<file path="src/hdl/gpio_line_pkg.sv">
// constants and types shared by the i/o line controller
package gpio_line_pkg;
    localparam int unsigned NUM_LINES = 4;
    localparam int unsigned FILT_W    = 16;
    // register byte offsets
    localparam logic [7:0] OFF_LINE_INDEX  = 8'h00;
    localparam logic [7:0] OFF_LINE_CTRL   = 8'h04;
    localparam logic [7:0] OFF_FILTER_SEL  = 8'h08;
    localparam logic [7:0] OFF_FILTER_US   = 8'h0C;
    localparam logic [7:0] OFF_LINE_LEVEL  = 8'h10;
    localparam logic [7:0] OFF_ALL_LEVELS  = 8'h14;
    localparam logic [7:0] OFF_SOFT_INDEX  = 8'h18;
    localparam logic [7:0] OFF_SOFT_LEVEL  = 8'h1C;
    localparam logic [7:0] OFF_SOFT_WORD   = 8'h20;
    localparam logic [7:0] OFF_LINE_TYPE   = 8'h24;
    // line control field positions
    localparam int unsigned CTRL_DIR_BIT   = 0;
    localparam int unsigned CTRL_INV_BIT   = 1;
    localparam int unsigned CTRL_SUP_BIT   = 2;
    localparam int unsigned CTRL_SRC_LSB   = 4;
    // lines with fixed roles
    localparam int unsigned LINE_OPTO_IN   = 0;
    localparam int unsigned LINE_OPTO_OUT  = 1;
    localparam int unsigned LINE_GPIO      = 2;
    localparam int unsigned LINE_PLAIN_IN  = 3;
    // reset values
    localparam logic [3:0] RST_SOFT_WORD   = 4'h0;
    localparam logic [FILT_W-1:0] RST_FILTER_US = 16'h0000;
    // microsecond tick from the 125 MHz clock
    localparam int unsigned CLK_PERIOD_NS  = 8;
    localparam int unsigned TICK_US        = 1;
    localparam int unsigned CYC_PER_US     = (TICK_US * 1000) / CLK_PERIOD_NS;
    localparam logic [6:0] TICK_LAST       = 7'(CYC_PER_US - 1);

    typedef enum logic [3:0] {
        SRC_LINE0, SRC_LINE1, SRC_LINE2, SRC_LINE3,
        SRC_USER0, SRC_USER1, SRC_USER2, SRC_USER3,
        SRC_COUNTER, SRC_LOGIC0, SRC_LOGIC1,
        SRC_EXPOSURE, SRC_TRIG_WAIT
    } src_e;

    typedef enum logic [1:0] {
        TYPE_TRI_STATE, TYPE_OPTO, TYPE_OPEN_DRAIN
    } circuit_e;

    typedef enum logic {
        FILT_DEGLITCH, FILT_DEBOUNCE
    } filt_e;
endpackage

</file>
<file path="src/hdl/camera_gpio_line_control.sv">
// apb register block, filters and drivers for four connector i/o lines
// What this block does
// - four configurable lines; a line index picks the one being set up
// - lines 1 and 2 have a direction setting, input or output; lines 0 and 3 stay inputs
// - supply enable exists only on lines supporting it; powers external parts
// - per-line inversion setting inverts the selected line's signal
// - per-line level readback gives one for high, zero for low
// - packed level word, bit n holds state of line n
// - per-line filters chosen by a type selector, width in microseconds
// - deglitch accepts a new level only after it persists the width
// - debounce passes first edge then blocks changes for the width
// - deglitch output feeds the debounce filter
// - output source picks loopback, user bit, counter, logic, exposure, wait
// - user output index picks a bit, level setting drives it
// - packed user output word reads and writes all bits at once
// - read-only circuit type per line: tri-state, opto or open-drain
// - open-drain pulls low for zero and releases for one
// - line 2 is bidirectional, its supply switched only by firmware
// - source selection acts only while the line is an output
`timescale 1ns/10ps
module camera_gpio_line_control #(
    parameter int unsigned FILTER_W = gpio_line_pkg::FILT_W
) (
    // clock and reset
    input  wire logic        pclk,
    input  wire logic        presetn,
    // apb slave
    input  wire logic        psel,
    input  wire logic        penable,
    input  wire logic        pwrite,
    input  wire logic [7:0]  paddr,
    input  wire logic [31:0] pwdata,
    output logic      [31:0] prdata,
    output logic             pready,
    output logic             pslverr,
    // connector lines
    input  wire logic [3:0]  line_in,
    output logic      [3:0]  line_out,
    output logic      [3:0]  line_oe,
    output logic             line_supply_enable,
    // internal signals offered as line sources
    input  wire logic        counter_active,
    input  wire logic [1:0]  logic_block_out,
    input  wire logic        exposure_active,
    input  wire logic        frame_trigger_wait
);
    localparam int unsigned N = gpio_line_pkg::NUM_LINES;

    logic [1:0]          line_index_select_q;
    logic [N-1:0]        dir_out_q;
    logic [N-1:0]        line_invert_q;
    logic                supply_q;
    gpio_line_pkg::src_e output_drive_source_q [N];
    gpio_line_pkg::filt_e input_filter_type_select_q [N];
    logic [FILTER_W-1:0] glitch_us_q [N];
    logic [FILTER_W-1:0] bounce_us_q [N];
    logic [1:0]          soft_output_index_q;
    logic [3:0]          soft_output_word_q;
    logic [6:0]          tick_cnt_q;
    logic                us_tick;
    logic [N-1:0]        deglitch_q;
    logic [N-1:0]        debounce_q;
    logic [N-1:0]        in_state;
    logic [N-1:0]        drive_val;
    logic [N-1:0]        all_lines_level_word;
    logic [31:0]         prdata_q;
    logic                pready_q;
    logic                pslverr_q;
    logic [N-1:0]        line_out_q;
    logic [N-1:0]        line_oe_q;
    logic                supply_out_q;
    logic                acc_start;
    logic                acc_done;
    logic                wr_done;
    logic [1:0]          sel;

    assign prdata             = prdata_q;
    assign pready             = pready_q;
    assign pslverr            = pslverr_q;
    assign line_out           = line_out_q;
    assign line_oe            = line_oe_q;
    assign line_supply_enable = supply_out_q;

    assign acc_start = psel && penable && !pready_q;
    assign acc_done  = psel && penable && pready_q;
    assign wr_done   = acc_done && pwrite;
    assign sel       = line_index_select_q;

    // one wait state: pready rises in the cycle after the access phase starts
    always_ff @(posedge pclk or negedge presetn)
    begin
        if (!presetn)
            pready_q <= 1'b0;
        else
            pready_q <= acc_start;
    end

    // microsecond tick shared by every filter; resolution is one microsecond
    always_ff @(posedge pclk or negedge presetn)
    begin
        if (!presetn)
            tick_cnt_q <= 7'h00;
        else if (us_tick)
            tick_cnt_q <= 7'h00;
        else
            tick_cnt_q <= tick_cnt_q + 7'h01;
    end
    assign us_tick = (tick_cnt_q == gpio_line_pkg::TICK_LAST);

    // software writes to line setup, taken at the completing edge
    always_ff @(posedge pclk or negedge presetn)
    begin
        if (!presetn)
        begin
            line_index_select_q <= 2'h0;
            dir_out_q           <= '0;
            line_invert_q       <= '0;
            supply_q            <= 1'b0;
            soft_output_index_q <= 2'h0;
            soft_output_word_q  <= gpio_line_pkg::RST_SOFT_WORD;
            for (int i = 0; i < N; i++)
            begin
                output_drive_source_q[i]      <= gpio_line_pkg::SRC_LINE0;
                input_filter_type_select_q[i] <= gpio_line_pkg::FILT_DEGLITCH;
                glitch_us_q[i] <= gpio_line_pkg::RST_FILTER_US;
                bounce_us_q[i] <= gpio_line_pkg::RST_FILTER_US;
            end
        end
        else if (wr_done)
        begin
            unique case (paddr)
                gpio_line_pkg::OFF_LINE_INDEX:
                    line_index_select_q <= pwdata[1:0];
                gpio_line_pkg::OFF_LINE_CTRL:
                begin
                    if (sel == 2'(gpio_line_pkg::LINE_OPTO_OUT) ||
                        sel == 2'(gpio_line_pkg::LINE_GPIO))
                        dir_out_q[sel] <= pwdata[gpio_line_pkg::CTRL_DIR_BIT];
                    line_invert_q[sel] <= pwdata[gpio_line_pkg::CTRL_INV_BIT];
                    // supply switched by firmware, line 2 only
                    if (sel == 2'(gpio_line_pkg::LINE_GPIO))
                        supply_q <= pwdata[gpio_line_pkg::CTRL_SUP_BIT];
                    output_drive_source_q[sel] <= gpio_line_pkg::src_e'(
                        pwdata[gpio_line_pkg::CTRL_SRC_LSB +: 4]);
                end
                gpio_line_pkg::OFF_FILTER_SEL:
                    input_filter_type_select_q[sel] <=
                        gpio_line_pkg::filt_e'(pwdata[0]);
                gpio_line_pkg::OFF_FILTER_US:
                begin
                    if (input_filter_type_select_q[sel] ==
                        gpio_line_pkg::FILT_DEGLITCH)
                        glitch_us_q[sel] <= pwdata[FILTER_W-1:0];
                    else
                        bounce_us_q[sel] <= pwdata[FILTER_W-1:0];
                end
                gpio_line_pkg::OFF_SOFT_INDEX:
                    soft_output_index_q <= pwdata[1:0];
                gpio_line_pkg::OFF_SOFT_LEVEL:
                    soft_output_word_q[soft_output_index_q] <= pwdata[0];
                // all user bits in one write
                gpio_line_pkg::OFF_SOFT_WORD:
                    soft_output_word_q <= pwdata[3:0];
                default:
                    soft_output_word_q <= soft_output_word_q;
            endcase
        end
    end

    // per-line input filters and output source muxes
    for (genvar n = 0; n < N; n++)
    begin : g_line
        logic [FILTER_W-1:0] glitch_cnt_q;
        logic [FILTER_W-1:0] lock_cnt_q;

        // deglitch waits out the programmed width before accepting
        always_ff @(posedge pclk or negedge presetn)
        begin
            if (!presetn)
            begin
                deglitch_q[n] <= 1'b0;
                glitch_cnt_q  <= '0;
            end
            else if (line_in[n] == deglitch_q[n])
                glitch_cnt_q <= '0;
            else if (glitch_cnt_q >= glitch_us_q[n])
            begin
                deglitch_q[n] <= line_in[n];
                glitch_cnt_q  <= '0;
            end
            else if (us_tick)
                glitch_cnt_q <= glitch_cnt_q + 1'b1;
        end

        // debounce looks at the deglitched level only
        // first edge passes, then a lockout of the debounce width
        always_ff @(posedge pclk or negedge presetn)
        begin
            if (!presetn)
            begin
                debounce_q[n] <= 1'b0;
                lock_cnt_q    <= '0;
            end
            else if (lock_cnt_q != '0)
            begin
                if (us_tick)
                    lock_cnt_q <= lock_cnt_q - 1'b1;
            end
            else if (deglitch_q[n] != debounce_q[n])
            begin
                debounce_q[n] <= deglitch_q[n];
                lock_cnt_q    <= bounce_us_q[n];
            end
        end

        // source mux; illegal codes drive low
        always_comb
        begin
            case (output_drive_source_q[n])
                gpio_line_pkg::SRC_LINE0:    drive_val[n] = in_state[0];
                gpio_line_pkg::SRC_LINE1:    drive_val[n] = in_state[1];
                gpio_line_pkg::SRC_LINE2:    drive_val[n] = in_state[2];
                gpio_line_pkg::SRC_LINE3:    drive_val[n] = in_state[3];
                gpio_line_pkg::SRC_USER0:    drive_val[n] = soft_output_word_q[0];
                gpio_line_pkg::SRC_USER1:    drive_val[n] = soft_output_word_q[1];
                gpio_line_pkg::SRC_USER2:    drive_val[n] = soft_output_word_q[2];
                gpio_line_pkg::SRC_USER3:    drive_val[n] = soft_output_word_q[3];
                gpio_line_pkg::SRC_COUNTER:  drive_val[n] = counter_active;
                gpio_line_pkg::SRC_LOGIC0:   drive_val[n] = logic_block_out[0];
                gpio_line_pkg::SRC_LOGIC1:   drive_val[n] = logic_block_out[1];
                gpio_line_pkg::SRC_EXPOSURE: drive_val[n] = exposure_active;
                gpio_line_pkg::SRC_TRIG_WAIT:
                    drive_val[n] = frame_trigger_wait;
                default:                     drive_val[n] = 1'b0;
            endcase
        end

        // inversion on both the input and the output side
        assign in_state[n] = debounce_q[n] ^ line_invert_q[n];
        // readback shows the driven level on outputs
        assign all_lines_level_word[n] = dir_out_q[n] ?
            (drive_val[n] ^ line_invert_q[n]) : in_state[n];

    end

    // pin drivers: line 1 opto output, line 2 open drain, others never drive
    always_ff @(posedge pclk or negedge presetn)
    begin
        if (!presetn)
        begin
            line_out_q   <= '0;
            line_oe_q    <= '0;
            supply_out_q <= 1'b0;
        end
        else
        begin
            line_out_q   <= '0;
            line_oe_q    <= '0;
            // supply rail only on the line that carries it
            supply_out_q <= supply_q;
            // opto output follows its source only in output mode
            line_out_q[gpio_line_pkg::LINE_OPTO_OUT] <=
                all_lines_level_word[gpio_line_pkg::LINE_OPTO_OUT];
            line_oe_q[gpio_line_pkg::LINE_OPTO_OUT] <=
                dir_out_q[gpio_line_pkg::LINE_OPTO_OUT];
            // open drain pulls low for zero, releases for one
            line_oe_q[gpio_line_pkg::LINE_GPIO] <=
                dir_out_q[gpio_line_pkg::LINE_GPIO] &&
                !all_lines_level_word[gpio_line_pkg::LINE_GPIO];
        end
    end

    // read data and error are loaded as pready rises; unmapped reads error
    always_ff @(posedge pclk or negedge presetn)
    begin
        if (!presetn)
        begin
            prdata_q  <= 32'h0000_0000;
            pslverr_q <= 1'b0;
        end
        else if (acc_start)
        begin
            prdata_q  <= 32'h0000_0000;
            pslverr_q <= 1'b0;
            unique case (paddr)
                gpio_line_pkg::OFF_LINE_INDEX:
                    prdata_q[1:0] <= line_index_select_q;
                gpio_line_pkg::OFF_LINE_CTRL:
                begin
                    prdata_q[gpio_line_pkg::CTRL_DIR_BIT] <= dir_out_q[sel];
                    prdata_q[gpio_line_pkg::CTRL_INV_BIT] <= line_invert_q[sel];
                    prdata_q[gpio_line_pkg::CTRL_SUP_BIT] <= supply_q &&
                        (sel == 2'(gpio_line_pkg::LINE_GPIO));
                    prdata_q[gpio_line_pkg::CTRL_SRC_LSB +: 4] <=
                        output_drive_source_q[sel];
                end
                gpio_line_pkg::OFF_FILTER_SEL:
                    prdata_q[0] <= input_filter_type_select_q[sel];
                gpio_line_pkg::OFF_FILTER_US:
                    prdata_q[FILTER_W-1:0] <=
                        (input_filter_type_select_q[sel] ==
                         gpio_line_pkg::FILT_DEGLITCH) ?
                        glitch_us_q[sel] : bounce_us_q[sel];
                gpio_line_pkg::OFF_LINE_LEVEL:
                    prdata_q[0] <= all_lines_level_word[sel];
                // every line level in one word
                gpio_line_pkg::OFF_ALL_LEVELS:
                    prdata_q[N-1:0] <= all_lines_level_word;
                gpio_line_pkg::OFF_SOFT_INDEX:
                    prdata_q[1:0] <= soft_output_index_q;
                gpio_line_pkg::OFF_SOFT_LEVEL:
                    prdata_q[0] <= soft_output_word_q[soft_output_index_q];
                // all user bits in one read
                gpio_line_pkg::OFF_SOFT_WORD:
                    prdata_q[3:0] <= soft_output_word_q;
                gpio_line_pkg::OFF_LINE_TYPE:
                    prdata_q[1:0] <= (sel == 2'(gpio_line_pkg::LINE_GPIO)) ?
                        gpio_line_pkg::TYPE_OPEN_DRAIN :
                        (sel == 2'(gpio_line_pkg::LINE_PLAIN_IN)) ?
                        gpio_line_pkg::TYPE_TRI_STATE :
                        gpio_line_pkg::TYPE_OPTO;
                default:
                    pslverr_q <= 1'b1;
            endcase
        end
    end
endmodule

</file>
<file path="config.mk">
export PLATFORM = sky130hd
export DESIGN_NAME = camera_gpio_line_control
export DESIGN_NICKNAME = d
export VERILOG_FILES = /design/src/hdl/gpio_line_pkg.sv /design/src/hdl/camera_gpio_line_control.sv
export SDC_FILE = /design/constraint.sdc
export NUM_CORES = 1
export LEC_CHECK = 0
export BUFFER_PORTS_ARGS = -buffer_cell sky130_fd_sc_hd__buf_2
export CAP_MARGIN = 10
export CELL_PAD_IN_SITES_DETAIL_PLACEMENT = 1
export CELL_PAD_IN_SITES_GLOBAL_PLACEMENT = 2
export CORE_ASPECT_RATIO = 0.7
export CORE_MARGIN = 5
export CORE_UTILIZATION = 40
export CTS_BUF_LIST = sky130_fd_sc_hd__clkbuf_4 sky130_fd_sc_hd__clkbuf_8
export DETAILED_ROUTE_END_ITERATION = 8
export MAX_ROUTING_LAYER = met4
export PLACE_DENSITY = 0.81
export RECOVER_POWER = 25
export SYNTH_ARGS = -nofsm -noshare
export SYNTH_HDL_FRONTEND = slang
export SYNTH_SLANG_ARGS = --single-unit
export TNS_END_PERCENT = 1
</file>
<file path="constraint.sdc">
create_clock -name pclk -period 3.2 [get_ports pclk]
set_input_delay 0.64 -clock pclk [delete_from_list [all_inputs] [get_ports pclk]]
set_output_delay 0.64 -clock pclk [all_outputs]
set_load 0.03 [all_outputs]
</file>
==> flow_metrics.py, run 1 <==
metrics = {
    "status": {
        "outcome": "finished with violations",
        "violations": "max-capacitance violations, max-slew violations",
    },
    "critical_path": {
        "r2r_start": "line_index_select_q[1]",
        "arrival_ns": 3.26,
        "required_ns": 3.70,
        "path_max_fanout": 10,
        "rr_endpoint": "prdata[5]",
        "end_kind": "register",
        "critPathCapture": "prdata[5]",
        "cp-startpoint": "line_index_select_q[1]",
        "path_class": "register to register",
        "worstRegToRegCells": 9,
        "reg2reg_slack_ns": 0.44,
        "cp-start-kind": "register",
    },
    "yosys": {
        "synthMuxAreaShare": 0.1825,
        "synth.ff_latch_count": 330,
        "synth_xor_area_frac": 0.03813,
        "syn_avg_cell_area_sq_um": 10.79,
        "synth_area_sq_um": 18610,
        "ys_warn_count": 0,
        "synthTopCellsByArea": "dfrtp_1 44%, mux2_2 7.8%, ha_1 5.5%",
        "synth_edf_count": 0,
        "synth_top_area_share": 0.4438,
        "synth_top_family_by_area": "multiplexers",
        "synth_fa_ha_area_frac": 0.05514,
        "synth_cell_type_count": 81,
        "ys.flop_type": "dfrtp_1",
        "synth_seq_area_share": 0.4438,
        "ys_async_sr_fraction": 1.000,
        "yosysTopAreaCell": "dfrtp_1",
        "synth_compound_area_frac": 0.1007,
        "netlist_instances": 1725,
        "synth-simple-area-share": 0.1348,
    },
    "finish": {
        "final_layout_size_suffix_gt1_frac": 0.2453,
        "final_cells": 2483,
        "diodes": 0,
        "nets": 1962,
        "area_delta_synth_final_pct": 12.76,
        "design_area_sq_um": 20980,
        "mostFrequentLayoutCells": "330 x dfrtp_1, 158 x nor2_1, 129 x mux2_2",
        "layout_commonest_cell": "dfrtp_1",
    },
    "timing": {
        "worst_clock_skew_ns": 0.03423,
        "rsz0062_at_grt": "false",
        "maxSlewViolCount": 70,
        "period_needed_ns": 2.757,
        "timing.final.crit_share": 0.8615,
        "tns_ns": 0,
        "slew_headroom": -0.3798,
        "fmax_mhz": 362.7,
        "setup_ws_ns": 0.4432,
        "worst_pin_slew_ns": 2.070,
        "final-setup-viol-count": 0,
        "hold_violations": 0,
    },
    "route": {
        "wl_mm": 56.98,
        "drc": 0,
        "vias": 14140,
        "wl_per_cell_um": 22.95,
        "ant_nets": 0,
        "firstDrtPassIters": 5,
        "avgViaCountPerCell": 5.696,
        "drtIter0Drc": 1003,
    },
    "place": {
        "place_hpwl_mm": 41.69,
        "dp_slack_ns": 0.4454,
        "place.gp.congestion": 0.9041,
        "dp_cells": 2379,
        "port_buffers": 59,
        "place_area_sq_um": 19710,
    },
    "power": {
        "internal_power_mw": 7.769,
        "pwr-share-seq": 0.422,
        "clock_power_share": 0.394,
        "p_leak_nw": 9.698,
        "combPwrFrac": 0.184,
        "switchingPower_mw": 3.505,
        "switching_share": 0.3109,
        "power.total_mw": 11.27,
        "ir_drop_v": 0.0003940,
        "powerDensity_nw_per_um2": 537.3,
    },
    "cts": {
        "insertion_delay_ns": 0.63,
        "cts_tree": "built",
        "numCtsBuffers": 57,
        "cts_max_level": 2,
        "clk_pin_slew_ns": 0.07,
        "clock_sinks": 330,
        "cts-root-buf": "clkbuf_8",
        "cts_setup_buffers": 0,
        "ctsHoldBuffers": 0,
        "postCtsResizedCells": 0,
        "cts_buffer_depth": 3,
    },
    "global_routing": {
        "grt_max_degree": 73,
        "overflow": 0,
        "grt_pass1_vias": 14920,
        "antenna_found_initial": 2,
        "grt_usage": 0.2293,
        "grt_pass1_wl_mm": 89.19,
    },
    "die": {
        "die_w_um": 267.8,
        "core.rowCount": 66,
        "ios": 97,
        "die_h_um": 190.5,
        "core_sq_um": 46240,
        "initial_utilization": 0.4024,
        "die_area_sq_um": 51000,
    },
    "hold_path": {
        "hold_class": "input port to register",
        "min_from": "line_in[1]",
    },
    "flow_run": {
        "cap_violations": 1,
    },
}
[through the flow]
step / hold slack (ns) / util
after floorplan: 0.3444 / -
after global placement: 0.4618 / 0.4261
after detailed placement: 0.4695 / 0.4261
after CTS: 0.01240 / 0.4543
after global routing: 0.2461 / 0.4537
final: 0.2791 / 0.4537
[cells by family (layout without fill, tap and decap cells)]
logic type / Yosys count / after routing
AOI/OAI and AO/OA: 297 / 297
xor gates and xnor gates: 81 / 81
adders and majority gates: 82 / 82
buffers and inverters: 183 / 309
DFF: 330 / 330
muxes: 249 / 249
other: 1 / 21
and+or+nand+nor: 502 / 502
[Yosys cell counts (all sizes together), types with 3 or more instances]
library cell / count
xnor2: 22
a32oi: 3
and2: 3
nor3: 34
mux4: 42
a221oi: 6
nor2b: 8
nor4b: 4
o211ai: 12
a22oi: 4
mux2i: 38
o22ai: 11
or2: 6
inv: 100
o31ai: 17
a21o: 22
a311oi: 4
and3: 31
nor4: 11
nor3b: 3
a31oi: 21
or3: 7
clkbuf: 33
o21ai: 59
mux2: 169
nand3b: 3
o41ai: 9
a21oi: 91
xor2: 59
and4: 7
nor2: 162
dfrtp: 330
nand2b: 13
a211oi: 16
nand4: 28
nand2: 133
buf: 50
ha: 82
nand3: 44
[cell type report]
cell class | instances | area, sq um
Tap cell | 612 | 765.7
Inverter | 100 | 375.4
Multi-Input combinational cell | 1232 | 9607
Clock inverter | 13 | 173.9
Clock buffer | 91 | 1127
Fill cell | 5064 | 25260
Sequential cell | 330 | 8258
Timing Repair Buffer | 105 | 675.6
[layer usage]
metal,wire (um),global-route usage,up-vias
met3,3592,0.04437,93
met1,27080,0.3320,7293
met5,0,-,-
met2,25280,0.3389,363
met4,1039,0.04701,0
li1,-,-,6394
[state kept, by name, summed over array words and instances (netlist names), 7 cells and up]
name and count:
tick_cnt_q 7, g_line.glitch_cnt_q 64, glitch_us_q 64, g_line.lock_cnt_q 64
bounce_us_q 64, output_drive_source_q 16, prdata 16
[worst min-delay path by stage]
stage          cells past startpoint  slack [ns]                      end
3_5_place_dp                       2        0.47                prdata[9]
4_1_cts                            1        0.01  g_line[0].lock_cnt_q[3]
5_1_grt                            2        0.25            deglitch_q[1]
3_3_place_gp                       2        0.46                prdata[6]
6_report                           2        0.28            deglitch_q[1]
2_1_floorplan                      0        0.34           bounce_us_q[0]
[worst max-delay path, stage by stage (launching register included)]
cell and delay [ns]:
dfrtp_1 0.44, buf_4 0.22, mux2i_2 0.20, mux2i_4 0.45, buf_4 0.29, mux4_2 0.58
nand2_1 0.11, a21oi_1 0.09, a31oi_1 0.18, o21ai_0 0.10
[power by group through the flow]
| stage | clock (mW) | combinational, mW | sequential [mW] |
|---|---|---|---|
| 2_1_floorplan | 0 | 1.38 | 4.76 |
| 3_3_place_gp | 0 | 2.00 | 4.80 |
| 3_5_place_dp | 0 | 2.06 | 4.81 |
| 4_1_cts | 4.54 | 2.07 | 4.75 |
| 5_1_grt | 4.75 | 2.31 | 4.79 |
| 6_report | 4.44 | 2.08 | 4.75 |
(Power assumes the default switching activity.)
==> inputs of run 2 (changes only) <==
--- a/config.mk
+++ b/config.mk
@@ -11,11 +11,11 @@
 export CELL_PAD_IN_SITES_GLOBAL_PLACEMENT = 2
 export CORE_ASPECT_RATIO = 0.7
 export CORE_MARGIN = 5
-export CORE_UTILIZATION = 40
+export CORE_UTILIZATION = 25
 export CTS_BUF_LIST = sky130_fd_sc_hd__clkbuf_4 sky130_fd_sc_hd__clkbuf_8
 export DETAILED_ROUTE_END_ITERATION = 8
 export MAX_ROUTING_LAYER = met4
-export PLACE_DENSITY = 0.81
+export PLACE_DENSITY = 0.56
 export RECOVER_POWER = 25
 export SYNTH_ARGS = -nofsm -noshare
 export SYNTH_HDL_FRONTEND = slang
==> run 2 against run 1 <==
The flow now finishes without violations; highest routed layer unchanged; routed wire length up 13%; largest cell class unchanged; worst setup slack better by 0.13 ns; utilization down 16 points; via count down 1.8%; hold slack worse by 0.044 ns; sequential power about the same; fmax up 4.8%; cell area up 1.9%; die area up 57%.
==> flow_metrics.py, run 2 (synthesis results as in run 1) <==
metrics = {
    "global_routing": {
        "grt_usage": 0.1647,
        "met3_usage": 0.02720,
        "grt_use_met1": 0.2457,
        "overflow": 0,
        "gr-max-usage-layer": "met1",
        "grt_pass1_wl_mm": 97.24,
        "antenna_found_initial": 2,
        "grt_pass1_vias": 14580,
        "met2_usage": 0.2348,
        "grt_max_degree": 77,
    },
    "die": {
        "core_sq_um": 73530,
        "initial_utilization": 0.2531,
        "core.rowCount": 83,
        "die_area_sq_um": 80080,
        "die_h_um": 238.3,
        "ios": 97,
        "die_w_um": 336.1,
    },
    "critical_path": {
        "end_kind": "register",
        "cp-start-kind": "register",
        "r2r_start": "tick_cnt_q[2]",
        "worstPathCellList": "and4_1 > nand3_1 > nor2_1 > nand2_1 > nor3b_1 > nor3_1 > a211oi_1",
        "crit_path_top_delay_cell": "nor2_1",
        "path_max_fanout": 9,
        "path_class": "register to register",
        "arrival_ns": 3.20,
        "worstRegToRegCells": 7,
        "slowest_delay_ns": 0.70,
        "required_ns": 3.77,
        "cp-startpoint": "tick_cnt_q[2]",
    },
    "hold_path": {
        "min_from": "line_in[0]",
        "hold_depth": 2,
        "hold_class": "input port to register",
    },
    "cts": {
        "cts_tree": "built",
        "cts-root-buf": "clkbuf_8",
        "cts_max_level": 2,
        "cts_setup_buffers": 0,
        "clock_sinks": 330,
        "insertion_delay_ns": 0.68,
        "numCtsBuffers": 59,
        "clk_pin_slew_ns": 0.06,
        "cts_buffer_depth": 3,
    },
    "finish": {
        "final_layout_size_suffix_gt1_frac": 0.2453,
        "area_delta_synth_final_pct": 14.87,
        "fillCellCount": 8318,
        "final_core_util": 0.2907,
        "nets": 1974,
        "layout_commonest_cell": "dfrtp_1",
        "mostFrequentLayoutCells": "330 x dfrtp_1, 158 x nor2_1, 129 x mux2_2",
    },
    "power": {
        "ir_drop_v": 0.0002912,
        "switching_share": 0.3204,
        "clock_power_share": 0.374,
        "powerDensity_nw_per_um2": 515.9,
        "combPwrFrac": 0.195,
        "p_leak_nw": 9.677,
        "power.total_mw": 11.03,
        "pwr-share-seq": 0.431,
        "switchingPower_mw": 3.533,
        "internal_power_mw": 7.494,
    },
    "flow_run": {
        "cap_violations": 0,
    },
    "timing": {
        "period_needed_ns": 2.631,
        "rsz0062_at_grt": "false",
        "fmax_mhz": 380.1,
        "final-setup-viol-count": 0,
        "timing.final.crit_share": 0.8222,
        "worst_clock_skew_ns": 0.02629,
        "setup_ws_ns": 0.5689,
        "tns_ns": 0,
        "maxSlewViolCount": 0,
        "slew_headroom": 0.06873,
        "worst_pin_slew_ns": 1.397,
        "hold_violations": 0,
    },
    "route": {
        "drc": 0,
        "wl_per_cell_um": 22.47,
        "drtIter0Drc": 712,
        "vias": 13890,
        "avgViaCountPerCell": 4.865,
        "ant_nets": 0,
        "wl_mm": 64.14,
        "firstDrtPassIters": 5,
    },
    "place": {
        "port_buffers": 59,
        "dp_slack_ns": 0.3495,
        "place.gp.congestion": 0.7928,
        "place_hpwl_mm": 48.00,
    },
    "status": {
        "outcome": "finished clean",
    },
}
run 2: cell count changes in the layout (fill, tap and decap cells not counted), sizes merged:
cell / change
clkinv: -1
bufinv: -4
diode: +2
dlygate4sd3: +1
clkinvlp: -2
clkbuf: +2
buf: +8
run 2: area by class of cell:
type | count | area, sq um | share of cell area
Clock buffer | 92 | 1147 | 0.05368
Clock inverter | 6 | 30.03 | 0.001405
Multi-Input combinational cell | 1232 | 9607 | 0.4494
Timing Repair Buffer | 115 | 730.7 | 0.03418
Inverter | 100 | 375.4 | 0.01756
Tap cell | 977 | 1222 | 0.05719
Antenna cell | 2 | 5.005 | 0.0002341
Sequential cell | 330 | 8258 | 0.3863
run 2: final timing paths:
kind | to | slack (ns)
hold / removal | deglitch_q[0] | 0.23
max in group asynchronous | output_drive_source_q[2] | 0.75
setup reg to reg | g_line[3].lock_cnt_q[13] | 0.57
min in group asynchronous | debounce_q[1] | 0.54
hold reg to reg | line_supply_enable | 0.41
setup / recovery | g_line[3].lock_cnt_q[13] | 0.57
run 2: per-layer routing:
metal | vias up | part of all wire
li1 | 6412 | -
met1 | 7223 | 0.53
met2 | 177 | 0.42
met3 | 73 | 0.035
met4 | 0 | 0.016
met5 | - | 0
run 2: repair_timing:
item	CTS	global route
gates resized for setup	0	0
hold buffers	1	0
hold endpoints to repair	54	0
run 2: critical path, delay by kind of cell, from the launching register on:
kind	cells	cell delay [ns]
and+or+nand+nor	6	1.92
AOI/OAI and AO/OA	1	0.20
DFF	1	0.41
run 2: power groups by stage:
stage | clock network [mW] | registers [mW] | logic [mW]
final | 4.12 | 4.75 | 2.15
after global routing | 4.50 | 4.79 | 2.41
after CTS | 4.31 | 4.75 | 2.17
after detailed placement | 0 | 4.82 | 2.15
after global placement | 0 | 4.81 | 2.11
after floorplan | 0 | 4.76 | 1.38
run 2: metrics by stage:
stage / instance area, sq um / hold WS (ns) / instances
after floorplan: 18680 / 0.3444 / 1745
after global placement: 20220 / 0.4158 / 2753
after detailed placement: 20220 / 0.4162 / 2753
after CTS: 21410 / 0.1678 / 2852
after global routing: 21370 / 0.1869 / 2853
final: 21380 / 0.2348 / 2854
==> inputs of run 3 (changes only) <==
--- a/config.mk
+++ b/config.mk
@@ -15,7 +15,7 @@
 export CTS_BUF_LIST = sky130_fd_sc_hd__clkbuf_4 sky130_fd_sc_hd__clkbuf_8
 export DETAILED_ROUTE_END_ITERATION = 8
 export MAX_ROUTING_LAYER = met4
-export PLACE_DENSITY = 0.56
+export PLACE_DENSITY = 0.58
 export RECOVER_POWER = 25
 export SYNTH_ARGS = -nofsm -noshare
 export SYNTH_HDL_FRONTEND = slang
==> constraint.sdc (replaced) <==
create_clock -name pclk -period 2.1 [get_ports pclk]
set_input_delay 0.42 -clock pclk [delete_from_list [all_inputs] [get_ports pclk]]
set_output_delay 0.42 -clock pclk [all_outputs]
set_load 0.03 [all_outputs]
==> run 3 against run 2 <==
The flow now finishes with violations (max-capacitance violations, max-slew violations, negative setup slack); clock skew is 0.0057 ns higher; fmax grew 9.1%; power grew 71%; global-route usage up 0.52 points; clock-buffer cell count up 8; die area stayed put; sequential share of layout area is 4.4 points lower; largest power group is now the clock network; highest routed layer unchanged.
==> flow_metrics.py, run 3 (synthesis results as in run 1) <==
metrics = {
    "critical_path": {
        "cp-start-kind": "register",
        "arrival_ns": 3.00,
        "path_max_fanout": 4,
        "critPathTopFamily": "multiplexers",
        "end_kind": "register",
        "worstPathCellList": "xor2_2 > mux4_2 > a21oi_2 > o211ai_1 > mux2_4 > xnor2_2 > o31a_1 > o211ai_1",
        "crit_path_top_delay_cell": "mux4_2",
        "required_ns": 2.69,
        "slowest_delay_ns": 0.48,
        "path_class": "register to register",
        "path_buf_inv": 0,
        "cpMostUsedCell": "o211ai_1",
    },
    "die": {
        "core.rowCount": 83,
        "initial_utilization": 0.2531,
        "die_h_um": 238.3,
        "core_sq_um": 73530,
        "ios": 97,
        "die_w_um": 336.1,
        "die_area_sq_um": 80080,
    },
    "timing": {
        "maxSlewViolCount": 21,
        "hold_violations": 0,
        "slew_headroom": -0.08923,
        "setup_ws_ns": -0.3109,
        "period_needed_ns": 2.411,
        "worst_clock_skew_ns": 0.03198,
        "rsz0062_at_grt": "true",
        "timing.final.crit_share": 1.148,
        "tns_ns": -8.572,
        "fmax_mhz": 414.8,
        "hold_slack_ns": 0.08047,
        "worst_pin_slew_ns": 1.634,
        "final-setup-viol-count": 129,
    },
    "route": {
        "avgViaCountPerCell": 4.777,
        "firstDrtPassIters": 5,
        "vias": 14850,
        "drtIter0Drc": 870,
        "wl_per_cell_um": 21.45,
        "drc": 0,
        "wl_mm": 66.66,
        "ant_nets": 0,
    },
    "place": {
        "place.gp.congestion": 0.8495,
        "place_hpwl_mm": 50.95,
        "port_buffers": 59,
        "dp_slack_ns": -0.4874,
    },
    "finish": {
        "fillCellCount": 8244,
        "final_layout_size_suffix_gt1_frac": 0.3769,
        "layout_commonest_cell": "dfrtp_1",
        "area_delta_synth_final_pct": 29.67,
        "nets": 2214,
        "layout.area.seq_sq_um": 8265,
        "multiInputGateArea_sq_um": 10090,
        "final_core_util": 0.3282,
        "mostFrequentLayoutCells": "324 x dfrtp_1, 262 x buf_4, 140 x nor2_1",
    },
    "global_routing": {
        "grt_pass1_wl_mm": 101.4,
        "grt_pass1_vias": 15970,
        "antenna_found_initial": 4,
        "overflow": 0,
        "grt_usage": 0.1699,
        "grt_max_degree": 61,
    },
    "power": {
        "p_leak_nw": 11.09,
        "combPwrFrac": 0.231,
        "ir_drop_v": 0.0004771,
        "clock_power_share": 0.386,
        "internal_power_mw": 12.99,
        "power.total_mw": 18.84,
        "switching_share": 0.3105,
        "powerDensity_nw_per_um2": 780.8,
        "pwr-share-seq": 0.383,
        "switchingPower_mw": 5.849,
    },
    "cts": {
        "cts_tree": "built",
        "cts-root-buf": "clkbuf_8",
        "clock_sinks": 330,
        "numCtsBuffers": 61,
        "clk_pin_slew_ns": 0.07,
        "cts_buffer_depth": 3,
        "insertion_delay_ns": 0.68,
        "cts_max_level": 2,
    },
    "status": {
        "violations": "max-capacitance violations, max-slew violations, negative setup slack",
        "outcome": "finished with violations",
    },
    "flow_run": {
        "cap_violations": 1,
    },
    "hold_path": {
        "hold_class": "input port to register",
    },
}
-- run 3: cell count changes in the layout (fill, tap and decap cells not counted), sizes merged --
cell	previous run	this run
dlygate4sd3	1	4
clkinv	6	8
buf	110	344
inv	100	101
o21ai	59	60
clkbuf	96	104
diode	2	3
clkinvlp	0	1
bufinv	0	3
-- run 3: timing repair --
item / in CTS / in global routing
hold buffers: 4 / 0
buffers inserted: 1 / 2
setup endpoints to repair: 253 / 267
gates cloned: 1 / 0
gates resized for setup: 71 / 56
endpoints found under the hold margin: 296 / 0
pin swaps: 80 / 27
-- run 3: final cells by class --
cell class,count,area share
clock buffer,100,0.05341
inverter,100,0.01566
sequential,330,0.3425
tap,977,0.05066
antenna,3,0.0003111
timing repair buffer,352,0.1130
clock inverter,13,0.006067
multi-input combinational,1233,0.4184
-- run 3: routing by layer --
layer / share of wire / wire [um] / vias up / global-route usage
li1: - / - / 6882 / -
met1: 0.52 / 34400 / 7655 / 0.2514
met2: 0.43 / 28590 / 238 / 0.2478
met3: 0.041 / 2763 / 73 / 0.02817
met4: 0.014 / 905 / 0 / 0.02795
met5: 0 / 0 / - / -
-- run 3: final timing paths --
| kind | from | end | slack, ns | depth (start not counted) |
|---|---|---|---|---|
| setup / recovery | line_invert_q[0] | prdata[0] | -0.31 | 8 |
| min in group asynchronous | presetn | g_line[1].lock_cnt_q[15] | 0.70 | 2 |
| max in group asynchronous | presetn | debounce_q[2] | 0.06 | 3 |
| setup reg to reg | line_invert_q[0] | prdata[0] | -0.31 | 8 |
| hold reg to reg | supply_q | line_supply_enable | 0.46 | 0 |
| hold / removal | line_in[0] | deglitch_q[0] | 0.08 | 2 |
-- run 3: power groups by stage --
stage          Sequential, mW  Combinational [mW]  Clock (mW)
6_report                 7.22                4.35        7.27
3_5_place_dp             7.28                4.07           0
2_1_floorplan            7.25                2.10           0
4_1_cts                  7.19                4.22        7.54
3_3_place_gp             7.26                3.99           0
5_1_grt                  7.27                4.79        7.88
-- run 3: stage by stage --
stage	std cells	instance area (sq um)
after CTS	3103	23910
after global placement	2984	22120
final	3108	24130
after global routing	3106	24120
after detailed placement	2984	22120
after floorplan	1745	18710
